--- config.mk ---
export PLATFORM = sky130hd
export DESIGN_NAME = nsr_regs
export DESIGN_NICKNAME = d
export VERILOG_FILES = /design/src/rtl/nsr_pkg.sv /design/src/rtl/nsr_byte_reg.sv /design/src/rtl/nsr_regs.sv
export VERILOG_INCLUDE_DIRS = /design/src /design/src/rtl
export SDC_FILE = /design/constraint.sdc
export NUM_CORES = 1
export LEC_CHECK = 0
export BUFFER_PORTS_ARGS = -buffer_cell sky130_fd_sc_hd__buf_2
export CORE_MARGIN = 3
export CORE_UTILIZATION = 50
export CTS_BUF_LIST = sky130_fd_sc_hd__clkbuf_2
export DETAILED_ROUTE_END_ITERATION = 6
export HOLD_SLACK_MARGIN = 0.02
export PLACE_DENSITY = 0.91
export SLEW_MARGIN = 30
export SYNTH_ARGS = -nofsm -noshare
export SYNTH_HDL_FRONTEND = slang
export SYNTH_SLANG_ARGS = --single-unit
export TNS_END_PERCENT = 50
--- constraint.sdc ---
create_clock -name clock -period 2.8 [get_ports clock]
set_input_delay 0.14 -clock clock [delete_from_list [all_inputs] [get_ports clock]]
set_output_delay 0.14 -clock clock [all_outputs]
set_load 0.02 [all_outputs]
--- src/rtl/nsr_cfg.svh ---
// Offsets, field positions, reset values and codes of the status, interrupt, data and address
// registers of the program controller.
// Assumes a 32-bit APB slave, one aligned word per printed byte register.
// Behaviour
// - Status bits 6:4 keep the latest error; writing zero there clears it.
// - Error codes: 0 none, 1 unsupported command, 2 protected section write.
// - Code 3 when a new write/erase starts while one is running.
// - Status bit 1 reads one while EEPROM programming runs.
// - Status bit 0 reads one while flash programming runs.
// - Enable register bit 0 enables the EEPROM-ready interrupt.
// - Interrupt is a level: idle flag and enable both one.
// - Idle flag is set every cycle the EEPROM is not busy.
// - Writing one clears the idle flag while the EEPROM is busy; writing zero leaves it.
// - Read data is two bytes: low at base, high at base plus one.
// - Read data register loads the latest value read from memory or controller.
// - EEPROM reads use only the low byte of the read data register.
// - Address register is three bytes at base, base plus one, base plus two.
// - Address register records last location accessed, sized to the memory.
// - All logic runs on the CPU clock.
`ifndef NSR_CFG_SVH
`define NSR_CFG_SVH

`define NSR_IDX_STATUS   8'h02
`define NSR_IDX_IRQ_EN   8'h03
`define NSR_IDX_IRQ_FLAG 8'h04
`define NSR_IDX_DATA     8'h06
`define NSR_IDX_ADDR     8'h08

`define NSR_ERR_MSB      6
`define NSR_ERR_LSB      4
`define NSR_EE_BUSY_BIT  1
`define NSR_FL_BUSY_BIT  0
`define NSR_IDLE_BIT     0

`define NSR_ERR_NONE     3'h0
`define NSR_ERR_UNSUP    3'h1
`define NSR_ERR_PROT     3'h2
`define NSR_ERR_OVERLAP  3'h3

`define NSR_RST_BYTE     8'h00
`define NSR_CMD_IDLE     7'h00
`define NSR_CMD_NULL     7'h01

`endif

--- src/rtl/nsr_pkg.sv ---
// Types shared by the register block of the program controller.
// Assumes the constants header is included by the files that need the figures.
package nsr_pkg;
    typedef logic [7:0]  nsr_byte_t;
    typedef logic [2:0]  nsr_err_t;
    typedef logic [6:0]  nsr_cmd_t;
    typedef enum logic [2:0]
    {
        NSR_SETUP  = 3'b001,
        NSR_ACCESS = 3'b010,
        NSR_DONE   = 3'b100
    } nsr_apb_e;
endpackage

--- src/rtl/nsr_byte_reg.sv ---
// One register byte lane with a hardware load and a byte-wide software write.
// Assumes load and write come from logic on the same clock.
`include "nsr_cfg.svh"

module nsr_byte_reg
(
    input  wire logic             clock,
    input  wire logic             rst_n,
    input  wire logic             hw_load,
    input  wire nsr_pkg::nsr_byte_t hw_data,
    input  wire logic             sw_write,
    input  wire nsr_pkg::nsr_byte_t sw_data,
    output nsr_pkg::nsr_byte_t    q
);
    import nsr_pkg::*;

    // A hardware load wins over a software write in the same cycle.
    always_ff @(posedge clock)
    begin
        if (!rst_n)
            q <= `NSR_RST_BYTE;
        else if (hw_load)
            q <= hw_data;
        else if (sw_write)
            q <= sw_data;
    end
endmodule

--- src/rtl/nsr_regs.sv ---
// Status, interrupt, data and address registers of the nonvolatile program controller.
// Assumes the rest of the controller drives command, busy, error and read-path signals on
// the CPU clock, and an APB master on the same clock.
`include "nsr_cfg.svh"

module nsr_regs
#(
    parameter int ADDR_W = 24
)
(
    input  wire logic              clock,
    input  wire logic              rst_n,
    input  wire logic              psel,
    input  wire logic              penable,
    input  wire logic              pwrite,
    input  wire logic [11:0]       paddr,
    input  wire logic [31:0]       pwdata,
    input  wire logic [3:0]        pstrb,
    output logic      [31:0]       prdata,
    output logic                   pready,
    output logic                   pslverr,
    input  wire logic              eeprom_program_active,
    input  wire logic              flash_program_active,
    input  wire logic              unsupported_command_error,
    input  wire logic              protected_section_error,
    input  wire logic              wr_cmd_start,
    input  wire logic              rd_valid,
    input  wire logic              rd_is_eeprom,
    input  wire logic [15:0]       rd_value,
    input  wire logic [ADDR_W-1:0] rd_addr,
    output nsr_pkg::nsr_err_t      error_code,
    output logic                   eeprom_busy_q,
    output logic                   flash_busy_q,
    output logic                   eeprom_ready_irq
);
    import nsr_pkg::*;

    nsr_err_t  err;
    logic      ee_busy;
    logic      fl_busy;
    logic      irq_en;
    logic      idle_flag;
    nsr_byte_t data_b [2];
    nsr_byte_t addr_b [3];
    logic      prog_running;
    logic      wr_hit;
    logic [7:0] idx;
    nsr_byte_t wbyte;
    nsr_byte_t next_rd;
    logic [23:0] addr_wide;
    logic      ee_load;

    function automatic logic hit(input logic [7:0] i, input logic [7:0] target);
        hit = (i == target);
    endfunction

    function automatic logic next_irq(input logic f, input logic e);
        next_irq = f & e;
    endfunction

    assign idx      = paddr[9:2];
    assign wbyte    = pwdata[7:0];
    assign wr_hit   = psel && penable && pready && pwrite && pstrb[0];
    assign prog_running = ee_busy || fl_busy;
    assign addr_wide = 24'(rd_addr);
    assign ee_load  = rd_valid && rd_is_eeprom;

    // Busy bits mirror the controller's programming state.
    always_ff @(posedge clock)
    begin
        if (!rst_n)
        begin
            ee_busy <= 1'b0;
            fl_busy <= 1'b0;
        end
        else
        begin
            ee_busy <= eeprom_program_active;
            fl_busy <= flash_program_active;
        end
    end

    // Error code: a new hardware error wins over a software clear.
    always_ff @(posedge clock)
    begin
        if (!rst_n)
            err <= `NSR_ERR_NONE;
        else if (wr_cmd_start && prog_running)
            err <= `NSR_ERR_OVERLAP;
        else if (protected_section_error)
            err <= `NSR_ERR_PROT;
        else if (unsupported_command_error)
            err <= `NSR_ERR_UNSUP;
        else if (wr_hit && hit(idx, `NSR_IDX_STATUS)
                 && wbyte[`NSR_ERR_MSB:`NSR_ERR_LSB] == `NSR_ERR_NONE)
            err <= `NSR_ERR_NONE;
    end

    always_ff @(posedge clock)
    begin
        if (!rst_n)
            irq_en <= 1'b0;
        else if (wr_hit && hit(idx, `NSR_IDX_IRQ_EN))
            irq_en <= wbyte[`NSR_IDLE_BIT];
    end

    // Idle flag is set while the EEPROM is not busy; the set wins over a clear.
    always_ff @(posedge clock)
    begin
        if (!rst_n)
            idle_flag <= 1'b0;
        else if (!eeprom_program_active)
            idle_flag <= 1'b1;
        else if (wr_hit && hit(idx, `NSR_IDX_IRQ_FLAG) && wbyte[`NSR_IDLE_BIT])
            idle_flag <= 1'b0;
    end

    always_ff @(posedge clock)
    begin
        if (!rst_n)
            eeprom_ready_irq <= 1'b0;
        else
            eeprom_ready_irq <= next_irq(idle_flag, irq_en);
    end

    // Data lanes: the EEPROM path only refreshes the low byte.
    nsr_byte_reg u_data_lo
    (
        .clock    (clock),
        .rst_n    (rst_n),
        .hw_load  (rd_valid),
        .hw_data  (rd_value[7:0]),
        .sw_write (wr_hit && hit(idx, `NSR_IDX_DATA)),
        .sw_data  (wbyte),
        .q        (data_b[0])
    );

    nsr_byte_reg u_data_hi
    (
        .clock    (clock),
        .rst_n    (rst_n),
        .hw_load  (rd_valid && !rd_is_eeprom),
        .hw_data  (rd_value[15:8]),
        .sw_write (wr_hit && hit(idx, `NSR_IDX_DATA + 8'h01)),
        .sw_data  (wbyte),
        .q        (data_b[1])
    );

    generate
        for (genvar g = 0; g < 3; g++)
        begin : g_addr
            nsr_byte_reg u_addr
            (
                .clock    (clock),
                .rst_n    (rst_n),
                .hw_load  (rd_valid),
                .hw_data  (addr_wide[8*g +: 8]),
                .sw_write (wr_hit && hit(idx, `NSR_IDX_ADDR + 8'(g))),
                .sw_data  (wbyte),
                .q        (addr_b[g])
            );
        end
    endgenerate

    // Read mux; unmapped words read zero.
    always_comb
    begin
        next_rd = 8'h00;
        unique case (idx)
            `NSR_IDX_STATUS:
                next_rd = {1'b0, err, 2'b00, ee_busy, fl_busy};
            `NSR_IDX_IRQ_EN:   next_rd = {7'h00, irq_en};
            `NSR_IDX_IRQ_FLAG: next_rd = {7'h00, idle_flag};
            `NSR_IDX_DATA:            next_rd = data_b[0];
            `NSR_IDX_DATA + 8'h01:    next_rd = data_b[1];
            `NSR_IDX_ADDR:            next_rd = addr_b[0];
            `NSR_IDX_ADDR + 8'h01:    next_rd = addr_b[1];
            `NSR_IDX_ADDR + 8'h02:    next_rd = addr_b[2];
            default:                  next_rd = 8'h00;
        endcase
    end

    // APB: one wait state; pready rises in the second access cycle.
    always_ff @(posedge clock)
    begin
        if (!rst_n)
        begin
            pready  <= 1'b0;
            prdata  <= 32'h0000_0000;
            pslverr <= 1'b0;
        end
        else
        begin
            pready  <= psel && penable && !pready;
            pslverr <= 1'b0;
            if (psel && penable && !pready && !pwrite)
                prdata <= {24'h00_0000, next_rd};
        end
    end

    always_ff @(posedge clock)
    begin
        if (!rst_n)
        begin
            error_code    <= `NSR_ERR_NONE;
            eeprom_busy_q <= 1'b0;
            flash_busy_q  <= 1'b0;
        end
        else
        begin
            error_code    <= err;
            eeprom_busy_q <= ee_busy;
            flash_busy_q  <= fl_busy;
        end
    end
endmodule

# == After elaboration in Yosys (flattened, before gate mapping) ==
# Cells that the tools add are included.
# totals
in_bits,100
register_bits,60
out_inout_bits,40
elab_cells,72
# classes
n_eq_ne,9
bitwise,1
mux,17
reduce_logical,29
# op_table
operator,n
8-bit two-way mux,10
8-bit case mux with 8 select lines,1
8-bit by 3-bit == test with 1-bit output (second input constant),3
8-bit by 4-bit == test with 1-bit output (second input constant),3
1-bit logical AND,18
8-bit by 2-bit == test with 1-bit output (second input constant),2
2-bit nonzero test,5
2-bit two-way mux,4
4-bit nonzero test,1
1-bit zero test,3
3-bit zero test,1
1-bit two-way mux,2
2-bit by 1-bit != test with 1-bit output (second input constant),1
1-bit bitwise AND,1
1-bit logical OR,1

# == Depth between registers and ports, before layout ==
# depth
ltp_word,10
ltp_mapped,7
mapped_depth_nobuf,4

# == Cells and area by module ==
# A second synthesis with hierarchy kept.
# unflattened
cells_unflattened,355
area_unflattened_um2,3590.9
# by_module_without_submodules
mod,cells_per_inst,area_per_inst_um2,seq_area_each_um2,instances
nsr_byte_reg,35,440.4,160.2,5
nsr_regs,180,1388.8,400.4,1

# == Worst setup path before layout ==
# No wires, ideal clock.
# synth_path
path_kind,reg2reg
startpoint,reg pready
endpoint,reg g_addr[1].u_addr.q[0]
setup_time_ns,0.122
t_arrival_ns,1.679
synth_period_minus_slack_ns,1.800
slack_ns,1.000
required_time_ns,2.678
stages_incl_launch_ff,7
path_cell_list,dfxtp_1 > and4_1 > and2_1 > buf_2 > clkbuf_1 > a21oi_1 > o311a_1
# synth_between
elab_chain_cells,5
# synth_lines
item,line_no,source
from (decl),nsr_regs.sv:20,"output logic pready,"
from (signal assigned),nsr_regs.sv:194,pready <= psel && penable && !pready;
1-bit logical AND (3 in a row),nsr_regs.sv:63,assign wr_hit = psel && penable && pready && pwrite && pstrb[0];
1-bit logical AND,nsr_regs.sv:158,".sw_write (wr_hit && hit(idx, `NSR_IDX_ADDR + 8'(g))),"
2-bit nonzero test (no source line),--,
to (signal assigned),nsr_byte_reg.sv:21,q <= `NSR_RST_BYTE;
to (signal assigned),nsr_byte_reg.sv:23,q <= hw_data;
to (signal assigned),nsr_byte_reg.sv:25,q <= sw_data;
to (decl),nsr_byte_reg.sv:13,output nsr_pkg::nsr_byte_t q
# No other way between the ends.
# A chain may end at the register's enable or synchronous reset.

# == Final worst setup path ==
# layout_path
startpoint,reg pready
endpoint,reg g_addr[2].u_addr.q[6]
# layout_between
elab_chain_cells,5
# layout_lines
item,line_no
1-bit logical AND (3 in a row),nsr_regs.sv:63
1-bit logical AND,nsr_regs.sv:158
2-bit nonzero test (no source line),--
to (signal assigned),nsr_byte_reg.sv:21
to (signal assigned),nsr_byte_reg.sv:23
to (signal assigned),nsr_byte_reg.sv:25
to (decl),nsr_byte_reg.sv:13
# No other way between the ends.

==> impl_summary.txt <==
----------------------------------------------------
[Clocking]
  Number of sinks handled by clock tree synthesis ... 60
  CTS Root Cell ... sky130_fd_sc_hd__clkbuf_2
  CTS Buf Count ... 9
  Later-pin clock latency in the skew report ... 500 ps
  Total of cells resized after clock tree synthesis ... 0
  Clock transition at path regs ... 180 ps
  Count of H-tree levels built during CTS ... 3
  Max clock buf depth ... 2
  TritonCTS clock tree ... yes
  Post-CTS Repair Setup Buffers ... 0

[Timing]
  Maximum clock frequency ... about 400 MHz
  Share of the cycle needed by the critical path after routing ... roughly nine tenths
  Final setup TNS ... 0 ps
  Actual slew at the worst max-slew pin ... about 840 ps
  Min Clock Period, post-route ... 2474 ps
  Post-route worst hold slack ... 27.41 ps
  Setup repair after global routing missed its margin ... no
  Total count of max-transition violations in the final report ... 0
  Relative slew slack ... between 40% and 50%
  Worst-case setup margin in the final layout ... 326.1 ps
  Number of failing setup endpoints in the final timing report ... 0
  Hold violation count in the final report ... 0
  Final clock skew ... ~26 ps

[Global routing]
  Global-route wire length before repair ... 18.11 mm
  Pin count of the biggest net entering global routing ... 51
  Overall Global Routing Usage ... roughly 27%
  Overflow after GRT ... 0
  Initial antenna violation count ... 0
  Via count of the first global-routing pass ... 3685

[Run]
  Max Cap Violations ... 0

[Power and ir drop]
  Power Density ... about 400 nW/um^2
  Part of the total power dissipated in sequential elements ... a little over half
  Post-layout power ... 1.750 mW
  Internal power contribution ... approximately 1.2 mW
  Switching portion of total power ... 31.85%
  Gate power share ... between 20% and 30%
  Clock group share of total power ... roughly a quarter
  Sw power ... around 0.56 mW
  Standby leakage power ... about 1.9 nW
  Peak supply drop ... between 150 and 200 uV

[Critical path]
  Buf/Inv on CP ... 2
  Ordered list of cells on the worst path ... and4_1 -> and2_1 -> buf_4 -> and3_1 -> a211oi_1 -> dlygate4sd3_1
  Slowest library cell on the worst path ... sky130_fd_sc_hd__dlygate4sd3_1
  Maximum fanout along the worst path ... 36
  Startpoint type of the worst setup path ... flip-flop
  Critical path data required time ... roughly 3200 ps
  Category of the critical setup timing path ... reg2reg
  Slowest stage delay, CP ... just under 600 ps
  Worst Setup End Kind ... flip-flop
  CP arrival ... roughly 2900 ps
  Family with the most delay on the worst path ... buffers and inverters

[Synthesis]
  Warning count from the yosys run ... 0
  Sequential area share after synthesis ... between 30% and 40%
  Post-Syn Area per Cell ... 8.581 um^2
  Post-Syn Area ... 3578 um^2
  Seq cells post-synth ... 60
  Synthesized netlist cell count ... 417
  Number of distinct library cells after synthesis ... between 50 and 60

[Drt]
  Via density ... 6.006
  Via count ... roughly 3800
  Remaining routing DRC violations ... 0
  Routed length per placed instance ... approximately 18 um
  Total detailed-routing wirelength ... 11.19 mm
  Number of DRC markers after the initial detailed-route iteration ... 564
  Initial DRT Pass Iterations ... 6
  Residual antenna-violating net count after detailed routing ... 0

[Floorplanning]
  Starting density of the core ... between 50% and 60%
  Die outline width ... a little over 90 um
  Number of placed I/O pins ... 140
  Vertical extent of the die ... approximately 91 um
  Placeable core region ... roughly 6900 um^2
  Std-Cell Rows ... 30
  Area enclosed by the die boundary ... just over 8000 um^2

[Finish]
  Diode insertion count for antenna repair ... 0
  Synthesis-to-layout area growth ... 25.07%
  Post-Route Utilization ... around 65%
  Nets ... about 630
  Post-layout instance count excluding filler cells ... between 600 and 700
  Final-layout fill cell count ... 555
  Share of post-route cells with drive strength above 1 ... between 20% and 30%
  Final standard cell area without fillers ... about 4500 um^2

[Place]
  Worst setup slack after placement ... approximately 670 ps
  Number of buffers inserted by port buffering ... just over 80
  DPL Wire Length ... 7.303 mm
  Total cell area at the placement stage ... slightly below 4000 um^2
  # placed instances ... 562
  RD Place Congestion ... approximately 0.94

[Status]
  Status ... complete, no violations

[Hold path]
  Hold Path Class ... in2reg

----------------------------------------------------
cells by family (layout without fill, tap and decap cells):
family / Yosys count / count (layout) / share of synthesized area [%]
other cells: 1 / 26 / 0.1048
mux: 34 / 34 / 9.825
flops: 60 / 60 / 33.57
simple gates: 129 / 129 / 20.70
buf+inv: 71 / 162 / 10.77
compound gates: 122 / 122 / 25.04
worst min-delay path, stage by stage:
cell,delay (ps)
sky130_fd_sc_hd__buf_2,170
sky130_fd_sc_hd__nor2_1,110
sky130_fd_sc_hd__a211oi_1,80
sequential cells by signal, summed over array words and instances (netlist names), 2 cells and up:
signal           flops
u_data_lo.q          8
g_addr.u_addr.q     24
u_data_hi.q          8
err                  2
error_code           2
prdata               8
per-layer routing:
layer  vias to the layer above  track usage, %  part of all wire [%]
met5                         -               0                     0
met4                         0           17.09                   5.5
met3                        52           4.250                   7.6
met2                       211           42.68                    46
met1                      1777           35.08                    41
li1                       1738               -                     -
cells in the mapped netlist (all sizes together):
cell type	instances	area (um^2)
o211ai	4	30.03
nand3	9	45.04
a311oi	9	78.83
a21boi	6	45.04
a31oi	9	56.30
o31a	3	26.28
or3b	1	8.760
o21a	1	7.510
and2	6	37.54
a21oi	9	48.80
o32ai	1	8.760
nand2b	11	68.82
nor2b	3	18.77
nand2	30	115.1
o311a	9	90.09
nor4b	5	50.04
a32o	1	10.01
nand4	2	12.51
a32oi	1	8.760
nor4bb	4	40.04
a22oi	1	7.510
mux2	9	101.4
o21ai	31	155.2
buf	39	264.0
and3	11	68.82
nor2	18	70.07
mux2i	25	250.2
inv	7	26.28
nand3b	8	60.06
conb	1	3.750
a2111oi	2	55.05
nor3	8	40.04
o2111ai	4	35.03
and4	3	26.28
clkbuf	25	95.09
or4	1	11.26
dfxtp	60	1201
a211oi	30	225.2
nor4	7	50.05
nand4bb	1	11.26
or2	1	6.260
a21o	1	7.510
worst paths after layout:
path / end / slack [ps] / depth (start not counted) / from
min: g_addr[2].u_addr.q[4] / 30 / 3 / pwdata[4]
max: g_addr[2].u_addr.q[6] / 330 / 6 / pready
min reg2reg: prdata[1] / 470 / 2 / prdata[1]
max reg2reg: g_addr[2].u_addr.q[6] / 330 / 6 / pready
layout by cell type (no fill, tap or decap), types with 2 or more instances in the layout:
cell type                       instances
sky130_fd_sc_hd__a21oi_1                8
sky130_fd_sc_hd__o31a_1                 3
sky130_fd_sc_hd__mux2i_1               25
sky130_fd_sc_hd__nor4bb_1               4
sky130_fd_sc_hd__nor4b_1                4
sky130_fd_sc_hd__nor3_1                 8
sky130_fd_sc_hd__buf_4                  6
sky130_fd_sc_hd__buf_2                 82
sky130_fd_sc_hd__o21ai_0               27
sky130_fd_sc_hd__a21boi_0               6
sky130_fd_sc_hd__and3_1                11
sky130_fd_sc_hd__a311oi_1               9
sky130_fd_sc_hd__mux2_2                 9
sky130_fd_sc_hd__nor2b_1                3
sky130_fd_sc_hd__a2111oi_4              2
sky130_fd_sc_hd__clkinv_1               3
sky130_fd_sc_hd__and4_1                 3
sky130_fd_sc_hd__inv_1                  7
sky130_fd_sc_hd__a31oi_1                9
sky130_fd_sc_hd__nand2b_1              11
sky130_fd_sc_hd__nand4_1                2
sky130_fd_sc_hd__o311a_1                9
sky130_fd_sc_hd__nor2_1                17
sky130_fd_sc_hd__conb_1                26
sky130_fd_sc_hd__clkbuf_2              12
sky130_fd_sc_hd__nand3b_1               8
sky130_fd_sc_hd__o2111ai_1              4
sky130_fd_sc_hd__nand2_1               29
sky130_fd_sc_hd__nor4_1                 6
sky130_fd_sc_hd__o21ai_1                4
sky130_fd_sc_hd__o211ai_1               4
sky130_fd_sc_hd__dfxtp_1               60
sky130_fd_sc_hd__and2_1                 6
sky130_fd_sc_hd__dlygate4sd3_1         51
sky130_fd_sc_hd__nand3_1                9
sky130_fd_sc_hd__a211oi_1              30
power by group through the flow:
stage / combinational (mW) / sequential (mW) / clock (mW)
floorplan: 0.237 / 0.940 / 0
global placement: 0.303 / 0.944 / 0
detailed placement: 0.315 / 0.946 / 0
CTS: 0.373 / 0.928 / 0.429
global route: 0.416 / 0.934 / 0.464
finish: 0.387 / 0.930 / 0.432
final cells by class:
type / instances / area, um^2 / share of cell area (%)
clock buffers: 12 / 60.06 / 1.342
clock inverters: 4 / 16.27 / 0.3634
inverters: 7 / 26.28 / 0.5871
multi-input cells: 311 / 2086 / 46.60
flip-flops and latches: 60 / 1201 / 26.84
well taps: 96 / 120.1 / 2.684
repair buffers: 139 / 965.9 / 21.58
what timing repair did:
action	4_1_cts	5_1_grt
hold buffers	50	1
endpoints found under the hold margin	38	1
setup endpoints to repair	0	0
No activity file was read; power rests on OpenSTA's default activity.
